`src/logic/iap_flash_pkg.sv`:
```
// Purpose: shared constants for the in-application flash erase/write controller
// Assumes: 250 MHz core clock, 8-bit register writes from the cpu
// Notes: register select codes are local to this block

package iap_flash_pkg;

    // ----------------------------------------
    // clock and timing
    // ----------------------------------------
    localparam int CLK_PERIOD_PS = 4000;
    localparam int OP_TIME_US_X10 = 22;  // 2.2 ms, in tenths of a millisecond
    // divide first: the product of the tenths and the picoseconds would not fit in an int
    localparam int OP_CYCLES = OP_TIME_US_X10 * (100_000_000 / CLK_PERIOD_PS);
    localparam int UNLOCK_WINDOW_CYCLES = 256;
    localparam int OP_CNT_W = 20;
    localparam int UNLOCK_CNT_W = 16;

    // ----------------------------------------
    // geometry
    // ----------------------------------------
    localparam int ADDR_W = 12;
    localparam int WORD_IDX_W = 5;
    localparam int PAGE_WORDS = 32;
    localparam int WORD_W = 16;
    localparam int BYTE_W = 8;
    localparam int KEY_BYTES = 6;

    // ----------------------------------------
    // register select codes
    // ----------------------------------------
    localparam logic [3:0] SEL_CTRL0 = 4'h0;
    localparam logic [3:0] SEL_CTRL2 = 4'h1;
    localparam logic [3:0] SEL_ADDR_LO = 4'h2;
    localparam logic [3:0] SEL_ADDR_HI = 4'h3;
    localparam logic [3:0] SEL_DATA0_LO = 4'h4;
    localparam logic [3:0] SEL_DATA0_HI = 4'h5;
    localparam logic [3:0] SEL_KEY_LO1 = 4'h6;  // key bytes: lo1, lo2, lo3, hi1, hi2, hi3
    localparam logic [3:0] SEL_KEY_HI3 = 4'hB;

    // ----------------------------------------
    // control register 0 and 2 field positions
    // ----------------------------------------
    localparam int CTRL0_ENABLED_BIT = 7;
    localparam int CTRL0_MODE_HI = 6;
    localparam int CTRL0_MODE_LO = 4;
    localparam int CTRL0_TRIGGER_BIT = 3;
    localparam int CTRL0_WRITE_INIT_BIT = 2;
    localparam int CTRL2_CLEAR_BIT = 0;

    // ----------------------------------------
    // mode codes and key pattern
    // ----------------------------------------
    localparam logic [2:0] MODE_WRITE = 3'h0;
    localparam logic [2:0] MODE_PAGE_ERASE = 3'h1;
    localparam logic [2:0] MODE_UNLOCK = 3'h6;
    localparam logic [KEY_BYTES*BYTE_W-1:0] KEY_PATTERN = 48'h4009_04C3_0D00;  // lo1 in low byte
    localparam logic [7:0] RESET_BYTE = 8'h00;

    typedef enum logic [1:0] {
        OP_IDLE,
        OP_ERASE,
        OP_PROGRAM
    } op_state_t;

endpackage

```
`src/logic/iap_flash_erase_write_ctrl.sv`:
```
// Purpose: unlock sequence, page erase, page write buffer and write timing for the program flash
// Assumes: register writes arrive as one-cycle strobes on core_clk; flash array acts on start pulses
// Notes: erase and program run for a fixed cycle count and stall the cpu meanwhile

`timescale 1ns/1ps

module iap_flash_erase_write_ctrl #(
    parameter int ADDR_W = iap_flash_pkg::ADDR_W,
    parameter int OP_CYCLES = iap_flash_pkg::OP_CYCLES,
    parameter int UNLOCK_WINDOW_CYCLES = iap_flash_pkg::UNLOCK_WINDOW_CYCLES
) (
    input wire logic core_clk,
    input wire logic rst,
    input wire logic clk_en,
    input wire logic reg_wr,
    input wire logic [3:0] reg_sel,
    input wire logic [iap_flash_pkg::BYTE_W-1:0] reg_wdata,
    output logic [iap_flash_pkg::BYTE_W-1:0] flash_control_reg0,
    output logic buffer_clear_bit,
    output logic [ADDR_W-1:0] flash_addr,
    output logic [iap_flash_pkg::BYTE_W-1:0] primary_data_low,
    output logic [iap_flash_pkg::BYTE_W-1:0] primary_data_high,
    output logic [ADDR_W-1:iap_flash_pkg::WORD_IDX_W] page_select,
    output logic [iap_flash_pkg::PAGE_WORDS-1:0][iap_flash_pkg::WORD_W-1:0] write_buf_words,
    output logic [iap_flash_pkg::PAGE_WORDS-1:0] write_buf_loaded,
    output logic flash_erase_start,
    output logic flash_prog_start,
    output logic cpu_stall
);
    import iap_flash_pkg::*;

    localparam logic [OP_CNT_W-1:0] OP_LAST = OP_CNT_W'(OP_CYCLES - 1);
    localparam logic [UNLOCK_CNT_W-1:0] UNLOCK_LAST = UNLOCK_CNT_W'(UNLOCK_WINDOW_CYCLES - 1);
    localparam logic [WORD_IDX_W-1:0] LAST_WORD = WORD_IDX_W'(PAGE_WORDS - 1);

    // ----------------------------------------
    // state
    // ----------------------------------------
    typedef struct packed {
        logic enabled;
        logic [2:0] mode;
        logic trigger;
        logic write_init;
        logic buf_clear;
        logic [ADDR_W-1:0] addr;
        logic [BYTE_W-1:0] data_lo;
        logic [BYTE_W-1:0] data_hi;
        logic [KEY_BYTES-1:0][BYTE_W-1:0] key;
        logic [KEY_BYTES-1:0] key_seen;
        logic [UNLOCK_CNT_W-1:0] unlock_cnt;
        logic [OP_CNT_W-1:0] op_cnt;
        op_state_t op;
        logic erase_pulse;
        logic prog_pulse;
        logic [PAGE_WORDS-1:0][WORD_W-1:0] buf_words;
        logic [PAGE_WORDS-1:0] buf_loaded;
    } ctrl_state_t;

    ctrl_state_t st;
    ctrl_state_t next_st;

    logic wr_ctrl0;
    logic wr_ctrl2;
    logic wr_hi;
    logic unlock_expire;
    logic op_done;
    logic key_ok;
    logic [3:0] key_off;

    // ----------------------------------------
    // decode of the register strobe
    // ----------------------------------------
    assign wr_ctrl0 = reg_wr && (reg_sel == SEL_CTRL0);
    assign wr_ctrl2 = reg_wr && (reg_sel == SEL_CTRL2);
    assign wr_hi = reg_wr && (reg_sel == SEL_DATA0_HI);
    assign key_off = reg_sel - SEL_KEY_LO1;
    assign unlock_expire = st.trigger && (st.unlock_cnt == UNLOCK_LAST);
    assign op_done = (st.op != OP_IDLE) && (st.op_cnt == OP_LAST);

    // ----------------------------------------
    // next-state logic
    // ----------------------------------------
    always_comb begin
        next_st = st;
        next_st.erase_pulse = 1'b0;
        next_st.prog_pulse = 1'b0;
        key_ok = 1'b0;

        // window timer runs only while triggered; expiry drops trigger and forgets keys
        if (st.trigger) begin
            next_st.unlock_cnt = st.unlock_cnt + UNLOCK_CNT_W'(1);
        end
        if (unlock_expire) begin
            next_st.trigger = 1'b0;
            next_st.key_seen = '0;
        end

        // software writes to control register 0
        if (wr_ctrl0) begin
            if (!reg_wdata[CTRL0_ENABLED_BIT]) begin
                next_st.enabled = 1'b0;
            end
            // writing one to the enable flag has no effect
            next_st.mode = reg_wdata[CTRL0_MODE_HI:CTRL0_MODE_LO];
            if (reg_wdata[CTRL0_TRIGGER_BIT] && reg_wdata[CTRL0_MODE_HI:CTRL0_MODE_LO] == MODE_UNLOCK) begin
                next_st.trigger = 1'b1;
                next_st.unlock_cnt = '0;
                next_st.key_seen = '0;
            end
            // initiate is only accepted once unlocked and in erase or write mode
            if (reg_wdata[CTRL0_WRITE_INIT_BIT] && st.enabled && st.op == OP_IDLE) begin
                if (reg_wdata[CTRL0_MODE_HI:CTRL0_MODE_LO] == MODE_PAGE_ERASE) begin
                    next_st.write_init = 1'b1;
                    next_st.op = OP_ERASE;
                    next_st.op_cnt = '0;
                    next_st.erase_pulse = 1'b1;
                end else if (reg_wdata[CTRL0_MODE_HI:CTRL0_MODE_LO] == MODE_WRITE) begin
                    next_st.write_init = 1'b1;
                    next_st.op = OP_PROGRAM;
                    next_st.op_cnt = '0;
                    next_st.prog_pulse = 1'b1;
                end
            end
        end

        // key bytes count only inside the window and in unlock mode
        if (reg_wr && reg_sel >= SEL_KEY_LO1 && reg_sel <= SEL_KEY_HI3) begin
            next_st.key[key_off[2:0]] = reg_wdata;
            if (st.trigger && !unlock_expire && st.mode == MODE_UNLOCK) begin
                next_st.key_seen[key_off[2:0]] = 1'b1;
            end
        end
        key_ok = (&next_st.key_seen) && (next_st.key == KEY_PATTERN);
        // hardware set beats a same-cycle software clear
        if (st.trigger && !unlock_expire && key_ok) begin
            next_st.enabled = 1'b1;
            next_st.key_seen = '0;
        end

        // address and primary data registers
        if (reg_wr && reg_sel == SEL_ADDR_LO) begin
            next_st.addr[BYTE_W-1:0] = reg_wdata;
        end
        if (reg_wr && reg_sel == SEL_ADDR_HI) begin
            next_st.addr[ADDR_W-1:BYTE_W] = reg_wdata[ADDR_W-BYTE_W-1:0];
        end
        if (reg_wr && reg_sel == SEL_DATA0_LO) begin
            next_st.data_lo = reg_wdata;
        end
        if (wr_hi) begin
            next_st.data_hi = reg_wdata;
            next_st.buf_words[st.addr[WORD_IDX_W-1:0]] = {reg_wdata, st.data_lo};
            next_st.buf_loaded[st.addr[WORD_IDX_W-1:0]] = 1'b1;
            // stop at the last word so a long burst cannot spill into the next page
            if (st.addr[WORD_IDX_W-1:0] != LAST_WORD) begin
                next_st.addr = st.addr + ADDR_W'(1);
            end
        end

        // buffer clear takes one cycle, then the bit drops
        if (st.buf_clear) begin
            next_st.buf_words = '0;
            next_st.buf_loaded = '0;
            next_st.buf_clear = 1'b0;
        end
        if (wr_ctrl2 && reg_wdata[CTRL2_CLEAR_BIT]) begin
            next_st.buf_clear = 1'b1;
        end

        // erase or program in flight
        case (st.op)
            OP_IDLE: begin
            end
            OP_ERASE, OP_PROGRAM: begin
                next_st.op_cnt = st.op_cnt + OP_CNT_W'(1);
                if (op_done) begin
                    next_st.op = OP_IDLE;
                    next_st.write_init = 1'b0;
                end
            end
            default: begin
                next_st.op = OP_IDLE;
            end
        endcase
    end

    // ----------------------------------------
    // state register
    // ----------------------------------------
    always_ff @(posedge core_clk or posedge rst) begin
        if (rst) begin
            st <= '0;
        end else if (clk_en) begin
            st <= next_st;
        end
    end

    // ----------------------------------------
    // outputs
    // ----------------------------------------
    assign flash_control_reg0 = {st.enabled, st.mode, st.trigger, st.write_init, 2'b00};
    assign buffer_clear_bit = st.buf_clear;
    assign flash_addr = st.addr;
    assign primary_data_low = st.data_lo;
    assign primary_data_high = st.data_hi;
    assign page_select = st.addr[ADDR_W-1:WORD_IDX_W];
    assign write_buf_words = st.buf_words;
    assign write_buf_loaded = st.buf_loaded;
    assign flash_erase_start = st.erase_pulse;
    assign flash_prog_start = st.prog_pulse;
    // cpu must not fetch while the array is busy
    assign cpu_stall = (st.op != OP_IDLE);

endmodule

```
`config.mk`:
```
export PLATFORM = sky130hd
export DESIGN_NAME = iap_flash_erase_write_ctrl
export DESIGN_NICKNAME = d
export VERILOG_FILES = /design/src/logic/iap_flash_pkg.sv /design/src/logic/iap_flash_erase_write_ctrl.sv
export SDC_FILE = /design/constraint.sdc
export NUM_CORES = 1
export LEC_CHECK = 0
export CAP_MARGIN = 0
export CORE_MARGIN = 1
export CORE_UTILIZATION = 45
export DETAILED_ROUTE_END_ITERATION = 10
export DONT_BUFFER_PORTS = 1
export HOLD_SLACK_MARGIN = 0.08
export PLACE_DENSITY = 0.61
export SKIP_LAST_GASP = 1
export SYNTH_ARGS = -nofsm -noshare
export SYNTH_HDL_FRONTEND = slang
export SYNTH_SLANG_ARGS = --single-unit
export TNS_END_PERCENT = 50
```
`constraint.sdc`:
```
create_clock -name core_clk -period 35.4 [get_ports core_clk]
set_input_delay 7.08 -clock core_clk [delete_from_list [all_inputs] [get_ports core_clk]]
set_output_delay 7.08 -clock core_clk [all_outputs]
set_load 0.05 [all_outputs]
```
After elaboration in Yosys (flattened, before gate mapping)
Index checks and enable logic that the tools add are counted.

operators by class
  add/subtract/negate cells = 4
  order comparisons = 6
  equality and inequality tests = 15
  muxes and demuxes = 43
  bitwise operators = 2
  reduce and logical (&&, ||, !) cells = 38

operators by type and width
  kind                   number
  $mux 544               2
  $bwmux 512             1
  $demux 16 s5           1
  $mux 22                3
  $mux 54                1
  $bwmux 48              1
  $eq 48x47->1 const B   1
  $mux 46                1
  $mux 16                2
  $or 32x32->32          1
  $demux 8 s3            1
  $mux 12                2
  $mux 24                1
  $mux 6                 4
  $add 20x1->20 const B  1
  $eq 20x20->1 const B   1
  $logic_and 1x1->1      20
  $mux 20                1
  $add 16x1->16 const B  1
  $eq 16x8->1 const B    1
  $mux 8                 2
  $mux 1                 15
  $add 12x1->12 const B  1
  $reduce_bool 2->1      5
  other kinds (32)       38

storage, ports and cells
  flip-flop bits (word level) = 673
  input bits = 16
  output and inout port bits = 591
  logic and storage cells = 161

Longest topological paths before layout
Gate-level depths: netlist (run 1).

  depth after elaboration = 13
  mapped depth = 11
  depth with buffers taken out = 8

Worst setup path before layout (run 1)
OpenSTA, ideal clock, no wires.

  path kind = input-to-reg
  start point = input port reg_sel[3]
  end point = register st[550] in the netlist's numbering
  library setup time = 0.121 ns
  arrival = 8.789 ns
  required time = 35.279 ns
  slack = 26.490 ns
  cell stages on the path = 8
  path buffers = 2
  cells stage by stage = or3b_1 buf_6 nor2_1 nand2_1 or3_2 nor2_4 buf_2 nor2_1

on the way
  longest elaborated chain between the ends = 4

ends and longest elaborated chain
  what                                RTL line                           source
  start, declared                     iap_flash_erase_write_ctrl.sv:16   input wire logic [3:0] reg_sel,
  $logic_not 4->1                     iap_flash_erase_write_ctrl.sv:73   assign wr_ctrl0 = reg_wr && (reg_sel == SEL_CTRL0);
  $logic_and 1x1->1                   iap_flash_erase_write_ctrl.sv:73
  $reduce_bool 2->1 (no source line)  -
  $reduce_and 4->1 (no source line)   -
  end signal, assigned                iap_flash_erase_write_ctrl.sv:194  st <= next_st;
  end, declared                       iap_flash_erase_write_ctrl.sv:59   ctrl_state_t st;

Every way passes these cells.
A chain may end at the register's enable or synchronous reset.

Final worst setup path (run 1)
  start point = input port clk_en
  end point = register st, in the netlist write_buf_words[151]

on the way
  longest elaborated chain between the ends = 1

ends and longest elaborated chain
  what                               RTL line                          source
  start, declared                    iap_flash_erase_write_ctrl.sv:14  input wire logic clk_en,
  $reduce_and 2->1 (no source line)  -

Every way passes these cells.

==> flow_metrics.py, run 1 <==
metrics = {
    "floorplan": {
        "die_area_um2": 70140,
        "core.rowCount": 95,
        "core_area_um2": 67750,
        "chipHeight_um": 264.8,
        "boundaryPins": 607,
        "chipWidth_um": 264.8,
        "initial_core_util_pct": 45.88,
    },
    "yosys": {
        "ys_ff_latch": 673,
        "ys_seq_area_share_pct": 54.17,
        "synthCells": 3128,
        "yosysWarnings": 0,
        "synth_area_um2": 31090,
        "synth_edf_count": 0,
        "avgSynthCellArea_um2": 9.938,
        "yosys.cell_types.count": 71,
        "synthFlopType": "dfrtp_1",
        "synthArstFlopShare_pct": 100.0,
    },
    "global_routing": {
        "grt_pass1_vias": 19390,
        "grtUsageTotal_pct": 25.22,
        "grt_pass1_wl_mm": 132.6,
        "grt_max_degree": 191,
        "grt.overflow.total": 0,
        "antenna_found_initial": 3,
    },
    "clocking": {
        "cts.clk_slew.worst_paths_ps": 60,
        "clockBufferDepth": 3,
        "htreeDepth": 3,
        "post_cts_buffers": 0,
        "hold_buffers": 0,
        "cts.sinks": 673,
        "post_cts_resized": 0,
        "cts_tree": "built",
        "cts_made_buffers": 72,
        "clk_latency_ps": 610,
        "cts_root_buf": "clkbuf_16",
    },
    "timing": {
        "tns_ps": 0,
        "hold_viol": 0,
        "fmax_mhz": 109.2,
        "worstMarginPinSlew_ps": 1208,
        "setup_viol": 0,
        "fin_crit_ps": 9158,
        "period_share_pct": 25.87,
        "slew_headroom_pct": 18.99,
        "maxSlewViolCount": 0,
        "rsz0062_at_grt": "no",
        "clock_skew_ps": 18.10,
        "whs_ps": 479.2,
    },
    "setup_path": {
        "rr_endpoint": "write_buf_words[462]$_DFFE_PP0P_",
        "rrSetupSlack_ps": 31640,
        "crit_required_ps": 35830,
        "criticalPathCategory": "in2reg",
        "path_max_fanout": 61,
        "r2r_cells": 5,
        "crit-reg2reg-launch": "flash_addr[2]$_DFFE_PP0P_",
        "endpoint": "write_buf_words[151]$_DFFE_PP0P_",
        "arrival_ps": 9580,
        "crit_start": "clk_en",
        "critPathLaunchType": "input pin",
        "cp-end-kind": "flop",
    },
    "power": {
        "p_sw_share_pct": 31.33,
        "switchingPower_mw": 0.5870,
        "leakage_nw": 13.29,
        "clock_power_share_pct": 39.9,
        "p_int_mw": 1.287,
        "total_power_mw": 1.874,
        "share_comb_of_total_power_pct": 8.9,
        "cellPowerDensity_nw_per_um2": 62.91,
        "vdd_ir_drop_max_v": 0.00004485,
        "power_frac_seq_pct": 51.2,
    },
    "final_layout": {
        "syn_to_final_growth_pct": -4.194,
        "fin_area_um2": 29780,
        "drive_above_1_share_pct": 10.30,
        "nNetsFinal": 2470,
        "diodes": 0,
    },
    "route": {
        "firstDrtPassIters": 7,
        "drtIter0Drc": 1773,
        "via_count": 19880,
        "vias_per_cell": 5.904,
        "drc": 0,
        "wl_mm": 90.14,
        "routedWlPerCell_um": 26.77,
        "final_antenna_net_count": 0,
    },
    "place": {
        "placed_area_um2": 27440,
        "gp_congestion": 0.8747,
        "portBuffers": 0,
        "dpl.hpwl_mm": 59.54,
    },
    "flow_run": {
        "drv_cap": 0,
    },
    "min_path": {
        "hold_class": "reg2reg",
    },
    "run_status": {
        "status": "finished, final reports clean",
    },
}
[critical path: stages]
cell	delay [ps]
nand2_4	340
o21ai_1	220
buf_4	230
and2_0	540
nand2_1	730
nand3_1	280
o21ai_0	120
[state kept, by name (all words and copies together) (netlist names)]
signal / flops
primary_data_high: 8
flash_addr: 12
write_buf_words: 512
st: 92
flash_erase_start: 1
primary_data_low: 8
flash_prog_start: 1
buffer_clear_bit: 1
write_buf_loaded: 32
flash_control_reg0: 6
[stage by stage]
| step | setup WS, ps | utilization [%] | std cells |
|---|---|---|---|
| after floorplan | 9455 | - | 3129 |
| after global placement | 25550 | 40.49 | 3244 |
| after detailed placement | 25470 | 40.49 | 3244 |
| after CTS | 26140 | 43.96 | 3367 |
| after global routing | 25830 | 43.96 | 3367 |
| final | 26240 | 43.96 | 3367 |
[per-layer routing]
| layer | track usage, % | routed length [um] | up-vias |
|---|---|---|---|
| li1 | - | - | 8703 |
| met1 | 30.90 | 34680 | 10060 |
| met2 | 41.65 | 43470 | 929 |
| met3 | 8.268 | 9034 | 185 |
| met4 | 8.749 | 2962 | 0 |
| met5 | 0 | 0 | - |
[cell usage after synthesis, drive strengths merged, types with 6 or more instances]
master / count / area (um2)
xor2: 14 / 122.6
and3: 11 / 72.57
o21ai: 439 / 2197
a32oi: 7 / 61.31
and4: 7 / 61.31
nor2: 76 / 297.8
nand3: 267 / 1336
ha: 9 / 112.6
o22ai: 9 / 56.30
dfrtp: 673 / 16840
nor3: 18 / 90.09
xnor2: 18 / 157.7
nand2b: 24 / 150.1
and2: 9 / 56.30
clkbuf: 191 / 757.0
a31oi: 26 / 162.7
inv: 41 / 153.9
nor4: 9 / 83.83
nand4: 10 / 62.56
mux2: 52 / 585.6
buf: 616 / 4532
o31ai: 114 / 855.8
o211ai: 6 / 45.04
a21oi: 63 / 315.3
nand2: 353 / 1325
[cell usage in the layout (no fill, tap or decap), types with 8 or more instances in the layout]
cell type and instances:
and3_1 8, o21ai_0 437, inv_1 40, clkbuf_16 74, a31oi_1 17, o31ai_1 114
nand4_1 10, buf_4 47, clkbuf_8 15, nand2_1 352, nand3_1 267, clkinv_2 9
dfrtp_1 673, nand2b_1 8, nor2_1 72, a21oi_1 63, mux2_2 52, ha_1 9
xor2_1 14, nor3_1 16, o22ai_1 9, clkbuf_1 14, nand2b_2 16, xnor2_1 18
[worst min path at each step]
stage | startpoint | end | slack, ps | cells past startpoint
after floorplan | st[618]$_DFFE_PP0P_ | st[618]$_DFFE_PP0P_ | 440 | 2
after global placement | st[618]$_DFFE_PP0P_ | st[618]$_DFFE_PP0P_ | 460 | 2
after detailed placement | st[626]$_DFFE_PP0P_ | st[626]$_DFFE_PP0P_ | 470 | 2
after CTS | st[626]$_DFFE_PP0P_ | st[626]$_DFFE_PP0P_ | 480 | 2
after global routing | st[626]$_DFFE_PP0P_ | st[626]$_DFFE_PP0P_ | 510 | 2
final | st[618]$_DFFE_PP0P_ | st[618]$_DFFE_PP0P_ | 480 | 2
[power by group through the flow]
stage	combinational, mW	sequential, mW	clock (mW)
6_report	0.168	0.959	0.747
5_1_grt	0.183	0.963	0.787
4_1_cts	0.170	0.958	0.761
3_5_place_dp	0.170	0.973	0
3_3_place_gp	0.165	0.971	0
2_1_floorplan	0.258	0.845	0
[cell type report]
| class | count | area [um2] |
|---|---|---|
| tap | 873 | 1092 |
| clock inverter | 20 | 236.5 |
| sequential | 673 | 16840 |
| multi-input combinational | 1607 | 8945 |
| fill | 6328 | 37970 |
| inverter | 42 | 165.2 |
| clock buffer | 103 | 2111 |
| timing repair buffer | 49 | 392.9 |
[cells by family after synthesis]
kind of cell               after synthesis  share of synthesized area, %
adders and majority gates                9                        0.3622
other                                    1                       0.01206
DFF                                    673                         54.17
AOI/OAI and AO/OA                      688                         12.64
muxes                                   53                         1.916
and+or+nand+nor                        823                         12.48
buffers and inverters                  849                         17.52
xor gates and xnor gates                32                        0.9016
No activity file was read; power rests on OpenSTA's default activity.
==> inputs of run 2 (changes only) <==
--- a/config.mk
+++ b/config.mk
@@ -5,6 +5,7 @@
 export SDC_FILE = /design/constraint.sdc
 export NUM_CORES = 1
 export LEC_CHECK = 0
+export ABC_AREA = 1
 export CAP_MARGIN = 0
 export CORE_MARGIN = 1
 export CORE_UTILIZATION = 45
==> constraint.sdc (replaced) <==
create_clock -name core_clk -period 8.84 [get_ports core_clk]
set_input_delay 1.768 -clock core_clk [delete_from_list [all_inputs] [get_ports core_clk]]
set_output_delay 1.768 -clock core_clk [all_outputs]
set_load 0.05 [all_outputs]
==> run 2 against run 1 <==
First-iteration DRC count is 38% higher. Setup slack got worse by 21000 ps. Core utilization fell by 0.18 points. Flip-flop and latch count is the same. Clock power increased to 4.2 times the previous value. Critical path type is now reg2reg. Synthesized cell count rose by 14%. Power rose to 4.4 times the previous value. Hold slack lost 1.2 ps.
==> flow_metrics.py, run 2 <==
metrics = {
    "global_routing": {
        "antenna_found_initial": 2,
        "grt.overflow.total": 0,
        "grt_max_degree": 204,
        "grt_pass1_vias": 20970,
        "grtUsageTotal_pct": 25.67,
        "grt_pass1_wl_mm": 139.0,
    },
    "final_layout": {
        "nNetsFinal": 2893,
        "final_cell_mix": "673 x dfrtp_1, 631 x nand3_1, 491 x o21ai_0, 397 x nand2_1, 176 x inv_1",
        "syn_to_final_growth_pct": -3.835,
        "stdcell_count": 3866,
        "post-route-util_pct": 43.78,
        "drive_above_1_share_pct": 7.040,
        "final_common_cell": "dfrtp_1",
        "diodes": 0,
        "largest_reg_flops": 512,
        "fin_area_um2": 30710,
    },
    "floorplan": {
        "initial_core_util_pct": 45.53,
        "core.rowCount": 97,
        "core_area_um2": 70150,
        "boundaryPins": 607,
        "chipWidth_um": 268.4,
        "die_area_um2": 72040,
        "chipHeight_um": 268.4,
    },
    "clocking": {
        "cts.sinks": 673,
        "clockBufferDepth": 3,
        "hold_buffers": 0,
        "post_cts_resized": 0,
        "cts_made_buffers": 75,
        "cts_tree": "built",
        "clk_latency_ps": 620,
        "cts.clk_slew.worst_paths_ps": 60,
        "cts_root_buf": "clkbuf_16",
        "post_cts_buffers": 0,
        "htreeDepth": 3,
    },
    "timing": {
        "period_share_pct": 45.48,
        "tns_ps": 0,
        "clock_skew_ps": 34.74,
        "rsz0062_at_grt": "no",
        "final.setup.worst_slack_ps": 4819,
        "setup_viol": 0,
        "slew_headroom_pct": 13.63,
        "hold_viol": 0,
        "fmax_mhz": 248.7,
        "worstMarginPinSlew_ps": 1291,
        "fin_crit_ps": 4021,
        "maxSlewViolCount": 0,
    },
    "route": {
        "drtIter0Drc": 2443,
        "final_antenna_net_count": 0,
        "drc": 0,
        "vias_per_cell": 5.796,
        "via_count": 22410,
        "wl_mm": 95.46,
        "routedWlPerCell_um": 24.69,
        "firstDrtPassIters": 6,
    },
    "setup_path": {
        "crit_path_cell_trace": "nor2_1 -> inv_1 -> nor2_1 -> inv_1 -> nor2_1 -> nand2_1 -> nand2_2 -> nand3_1 -> nand2_1",
        "critPathBufInv": 2,
        "crit_required_ps": 9370,
        "path_max_fanout": 17,
        "cp_slowest_stage_delay_ps": 980,
        "arrival_ps": 4550,
        "cp-end-kind": "flop",
        "cp_top_family": "simple AND/OR/NAND/NOR gates",
        "criticalPathCategory": "reg2reg",
        "crit_path_frequent_cell": "nor2_1",
        "critPathLaunchType": "flop",
        "cp_slowest_cell": "nor2_1",
    },
    "yosys": {
        "yosysWarnings": 0,
        "synthTopCellsByArea": "dfrtp_1 53%, buf_4 14%, nand3_1 9.9%, o21ai_0 7.7%, nand2_1 4.7%",
        "ys_ff_latch": 673,
        "muxShareOfSynthArea_pct": 0,
        "synthCells": 3551,
        "synth.most_common_cell": "dfrtp_1",
        "synth_compound_area_share_pct": 10.41,
        "synthFlopType": "dfrtp_1",
        "synth_area_um2": 31940,
        "avgSynthCellArea_um2": 8.994,
        "synth.top_cell.area_share_pct": 52.73,
        "ys_seq_area_share_pct": 52.73,
        "synthXorXnorAreaFrac_pct": 0.2468,
        "yosys.cell_types.count": 42,
        "yosys.area_share.simple_pct": 17.59,
        "yosys-top-cells-count": "673 x dfrtp_1, 631 x nand3_1, 593 x buf_4",
        "synth_top_area_cell": "dfrtp_1",
        "synth_edf_count": 0,
        "synthArstFlopShare_pct": 100.0,
        "synth_top_family_by_area": "buffers and inverters",
        "synthAdderAreaFrac_pct": 0.3526,
    },
    "power": {
        "vdd_ir_drop_max_v": 0.0001387,
        "leakage_nw": 14.64,
        "cellPowerDensity_nw_per_um2": 269.3,
    },
    "run_status": {
        "status": "finished, final reports clean",
    },
    "place": {
        "portBuffers": 0,
        "dp_slack_ps": 4240,
        "post-place-cells": 3731,
        "placed_area_um2": 28250,
        "dpl.hpwl_mm": 61.88,
        "gp_congestion": 0.8811,
    },
    "min_path": {
        "hold_class": "reg2reg",
    },
    "flow_run": {
        "drv_cap": 0,
    },
}
## run 2: layout make-up
cell class | count | area (um2)
Sequential cell | 673 | 16840
Clock buffer | 107 | 2157
Clock inverter | 28 | 307.8
Fill cell | 6824 | 39440
Inverter | 188 | 709.4
Tap cell | 940 | 1176
Multi-Input combinational cell | 1889 | 9151
Timing Repair Buffer | 41 | 370.4
## run 2: worst register-to-register path, delay by kind of cell (launching register included)
kind / cells / cell delay (ps)
simple gates: 7 / 3030
flops: 1 / 690
buf+inv: 2 / 200
## run 2: worst paths after layout
check	from	endpoint	slack, ps	depth (start not counted)
setup / recovery	flash_addr[4]$_DFFE_PP0P_	write_buf_words[46]$_DFFE_PP0P_	4820	9
hold / removal	st[603]$_DFFE_PP0P_	st[603]$_DFFE_PP0P_	480	1
setup reg to reg	flash_addr[4]$_DFFE_PP0P_	write_buf_words[46]$_DFFE_PP0P_	4820	9
hold reg to reg	st[603]$_DFFE_PP0P_	st[603]$_DFFE_PP0P_	480	1
max in group asynchronous	rst	write_buf_words[39]$_DFFE_PP0P_	5960	3
min in group asynchronous	rst	write_buf_words[478]$_DFFE_PP0P_	1200	2
## run 2: logic make-up (layout without fill, tap and decap cells)
family	after synthesis	after routing
AO/OA/AOI/OAI	641	641
adder cells (fa/ha/maj)	9	9
flip-flops	673	673
other	1	2
buffers and inverters	990	364
AND/OR/NAND/NOR	1228	1228
XOR/XNOR	9	9
## run 2: where the power goes
part           internal (mW)  switching [mW]  leakage [nW]
clock network           1.83            1.29          1.20
logic                  0.221           0.596          4.45
registers               3.33            1.00          8.99
## run 2: metal layers
metal | vias up | part of all wire (%) | GRT usage, %
li1 | 9878 | - | -
met1 | 11160 | 39 | 32.15
met2 | 1125 | 47 | 41.46
met3 | 247 | 9.7 | 7.845
met4 | 0 | 4.3 | 10.10
met5 | - | 0 | 0
## run 2: per-stage QoR
step                power [mW]  hold slack [ps]
CTS                      8.332            482.9
detailed placement       5.215            468.4
global route             8.585            508.1
finish                   8.271            478.1
global placement         5.181            461.4
floorplan                5.125            447.9
==> inputs of run 3 (changes only) <==
--- a/config.mk
+++ b/config.mk
@@ -12,7 +12,7 @@
 export DETAILED_ROUTE_END_ITERATION = 10
 export DONT_BUFFER_PORTS = 1
 export HOLD_SLACK_MARGIN = 0.08
-export PLACE_DENSITY = 0.61
+export PLACE_DENSITY = 0.63
 export SKIP_LAST_GASP = 1
 export SYNTH_ARGS = -nofsm -noshare
 export SYNTH_HDL_FRONTEND = slang
==> constraint.sdc (replaced) <==
create_clock -name core_clk -period 3.44 [get_ports core_clk]
set_input_delay 0.688 -clock core_clk [delete_from_list [all_inputs] [get_ports core_clk]]
set_output_delay 0.688 -clock core_clk [all_outputs]
set_load 0.05 [all_outputs]
==> run 3 against run 2 <==
Setup slack got worse by 4200 ps. Global-route usage increased by 0.18 points. Largest power group unchanged. Non-clock buffer count increased by 78. Flip-flop and latch count unchanged.
==> flow_metrics.py, run 3 (synthesized netlist as in run 2, its figures left out) <==
metrics = {
    "floorplan": {
        "core_area_um2": 70150,
        "boundaryPins": 607,
        "initial_core_util_pct": 45.53,
        "core.rowCount": 97,
        "chipWidth_um": 268.4,
        "chipHeight_um": 268.4,
        "die_area_um2": 72040,
    },
    "power": {
        "p_int_mw": 13.78,
        "total_power_mw": 21.33,
        "share_comb_of_total_power_pct": 11.3,
        "clock_power_share_pct": 37.2,
        "switchingPower_mw": 7.555,
        "power_frac_seq_pct": 51.5,
        "cellPowerDensity_nw_per_um2": 679.7,
        "vdd_ir_drop_max_v": 0.0003649,
        "leakage_nw": 15.02,
        "p_sw_share_pct": 35.42,
    },
    "timing": {
        "fin_crit_ps": 2772,
        "fmax_mhz": 360.8,
        "slew_headroom_pct": 27.75,
        "whs_ps": 171.8,
        "worstMarginPinSlew_ps": 1080,
        "tns_ps": 0,
        "clock_skew_ps": 31.69,
        "period_share_pct": 80.57,
        "hold_viol": 0,
        "setup_viol": 0,
        "rsz0062_at_grt": "no",
        "maxSlewViolCount": 0,
    },
    "flow_run": {
        "drv_cap": 0,
    },
    "place": {
        "dpl.hpwl_mm": 63.02,
        "gp_congestion": 0.8923,
        "portBuffers": 0,
        "post-place-cells": 3808,
    },
    "setup_path": {
        "path_max_fanout": 26,
        "arrival_ps": 3280,
        "criticalPathCategory": "reg2reg",
        "crit_required_ps": 3940,
        "crit_start": "primary_data_low[7]$_DFFE_PP0P_",
        "r2r_cells": 4,
        "crit-reg2reg-launch": "primary_data_low[7]$_DFFE_PP0P_",
        "cp-end-kind": "flop",
        "critPathLaunchType": "flop",
    },
    "final_layout": {
        "drive_above_1_share_pct": 9.730,
        "stdcell_count": 3943,
        "post-route-util_pct": 44.74,
        "final_common_cell": "dfrtp_1",
        "syn_to_final_growth_pct": -1.724,
        "largest_reg_flops": 512,
        "final_cell_mix": "673 x dfrtp_1, 631 x nand3_1, 491 x o21ai_0, 396 x nand2_1, 164 x inv_1",
        "nNetsFinal": 2970,
    },
    "route": {
        "wl_mm": 96.78,
        "via_count": 22060,
        "drtIter0Drc": 2189,
        "vias_per_cell": 5.595,
        "final_antenna_net_count": 0,
        "firstDrtPassIters": 6,
        "routedWlPerCell_um": 24.54,
        "drc": 0,
    },
    "global_routing": {
        "grt.overflow.total": 0,
        "grt_pass1_wl_mm": 138.9,
        "grt_max_degree": 175,
        "grtUsageTotal_pct": 25.85,
        "antenna_found_initial": 3,
        "grt_pass1_vias": 20490,
    },
    "clocking": {
        "clk_latency_ps": 620,
        "cts.sinks": 673,
        "clockBufferDepth": 3,
        "cts_tree": "built",
        "cts.clk_slew.worst_paths_ps": 60,
        "cts_root_buf": "clkbuf_16",
        "htreeDepth": 3,
        "cts_made_buffers": 74,
    },
    "min_path": {
        "hp-start": "reg_wdata[4]",
        "holdPathStages": 1,
        "hold_class": "in2reg",
    },
    "run_status": {
        "status": "finished, final reports clean",
    },
}
==> run 3: cell types whose count changed in the layout (fill, tap and decap cells not counted), sizes merged <==
cell | before | now
buf | 41 | 118
bufinv | 4 | 2
inv | 189 | 184
clkbuf | 107 | 104
clkinv | 17 | 26
diode | 0 | 2
clkinvlp | 6 | 4
dlygate4sd3 | 0 | 1
==> run 3: timing repair <==
action,4_1_cts,5_1_grt
gates resized for setup,0,0
endpoints found under the hold margin,12,0
setup buffers,0,0
hold buffers,1,0
==> run 3: stage by stage <==
stage          area, um2  setup WS, ps
2_1_floorplan      31950         -6452
3_3_place_gp       28940         512.2
3_5_place_dp       28940         485.8
4_1_cts            31380         648.2
5_1_grt            31380         467.9
6_report           31390         668.2
==> run 3: worst max-delay path, cell delays in order (launching register included) <==
cell and delay [ps]:
dfrtp_1 660, inv_1 110, nor2_1 830, inv_2 660
o21ai_0 340
==> run 3: final timing paths <==
check / slack [ps] / to
min in group asynchronous: 620 / write_buf_loaded[2]$_DFFE_PP0P_
setup reg to reg: 670 / write_buf_words[503]$_DFFE_PP0P_
max in group asynchronous: 1730 / write_buf_words[454]$_DFFE_PP0P_
hold / removal: 170 / flash_prog_start$_DFFE_PP0P_
hold reg to reg: 480 / st[591]$_DFFE_PP0P_
setup / recovery: 670 / write_buf_words[503]$_DFFE_PP0P_
==> run 3: area by class of cell <==
type | instances | area [um2]
inverter | 188 | 709.4
clock buffer | 104 | 2145
multi-input combinational | 1889 | 9154
timing repair buffer | 119 | 1071
clock inverter | 28 | 286.5
sequential | 673 | 16840
tap | 940 | 1176
antenna | 2 | 5.005
fill | 6782 | 38760
==> run 3: metal layers <==
layer | vias to the layer above | GRT usage [%] | share of wire, %
met5 | - | 0 | 0
met4 | 0 | 10.24 | 3.6
met3 | 174 | 7.279 | 9.2
met2 | 979 | 41.09 | 47
met1 | 10900 | 33.34 | 40
li1 | 10010 | - | -
==> run 3: power groups by stage <==
| stage | logic, mW | registers, mW | clock network [mW] |
|---|---|---|---|
| after floorplan | 4.09 | 9.08 | 0 |
| after global placement | 2.35 | 11.1 | 0 |
| after detailed placement | 2.41 | 11.1 | 0 |
| after CTS | 2.42 | 11.0 | 8.07 |
| after global routing | 2.67 | 11.0 | 8.36 |
| final | 2.41 | 11.0 | 7.94 |
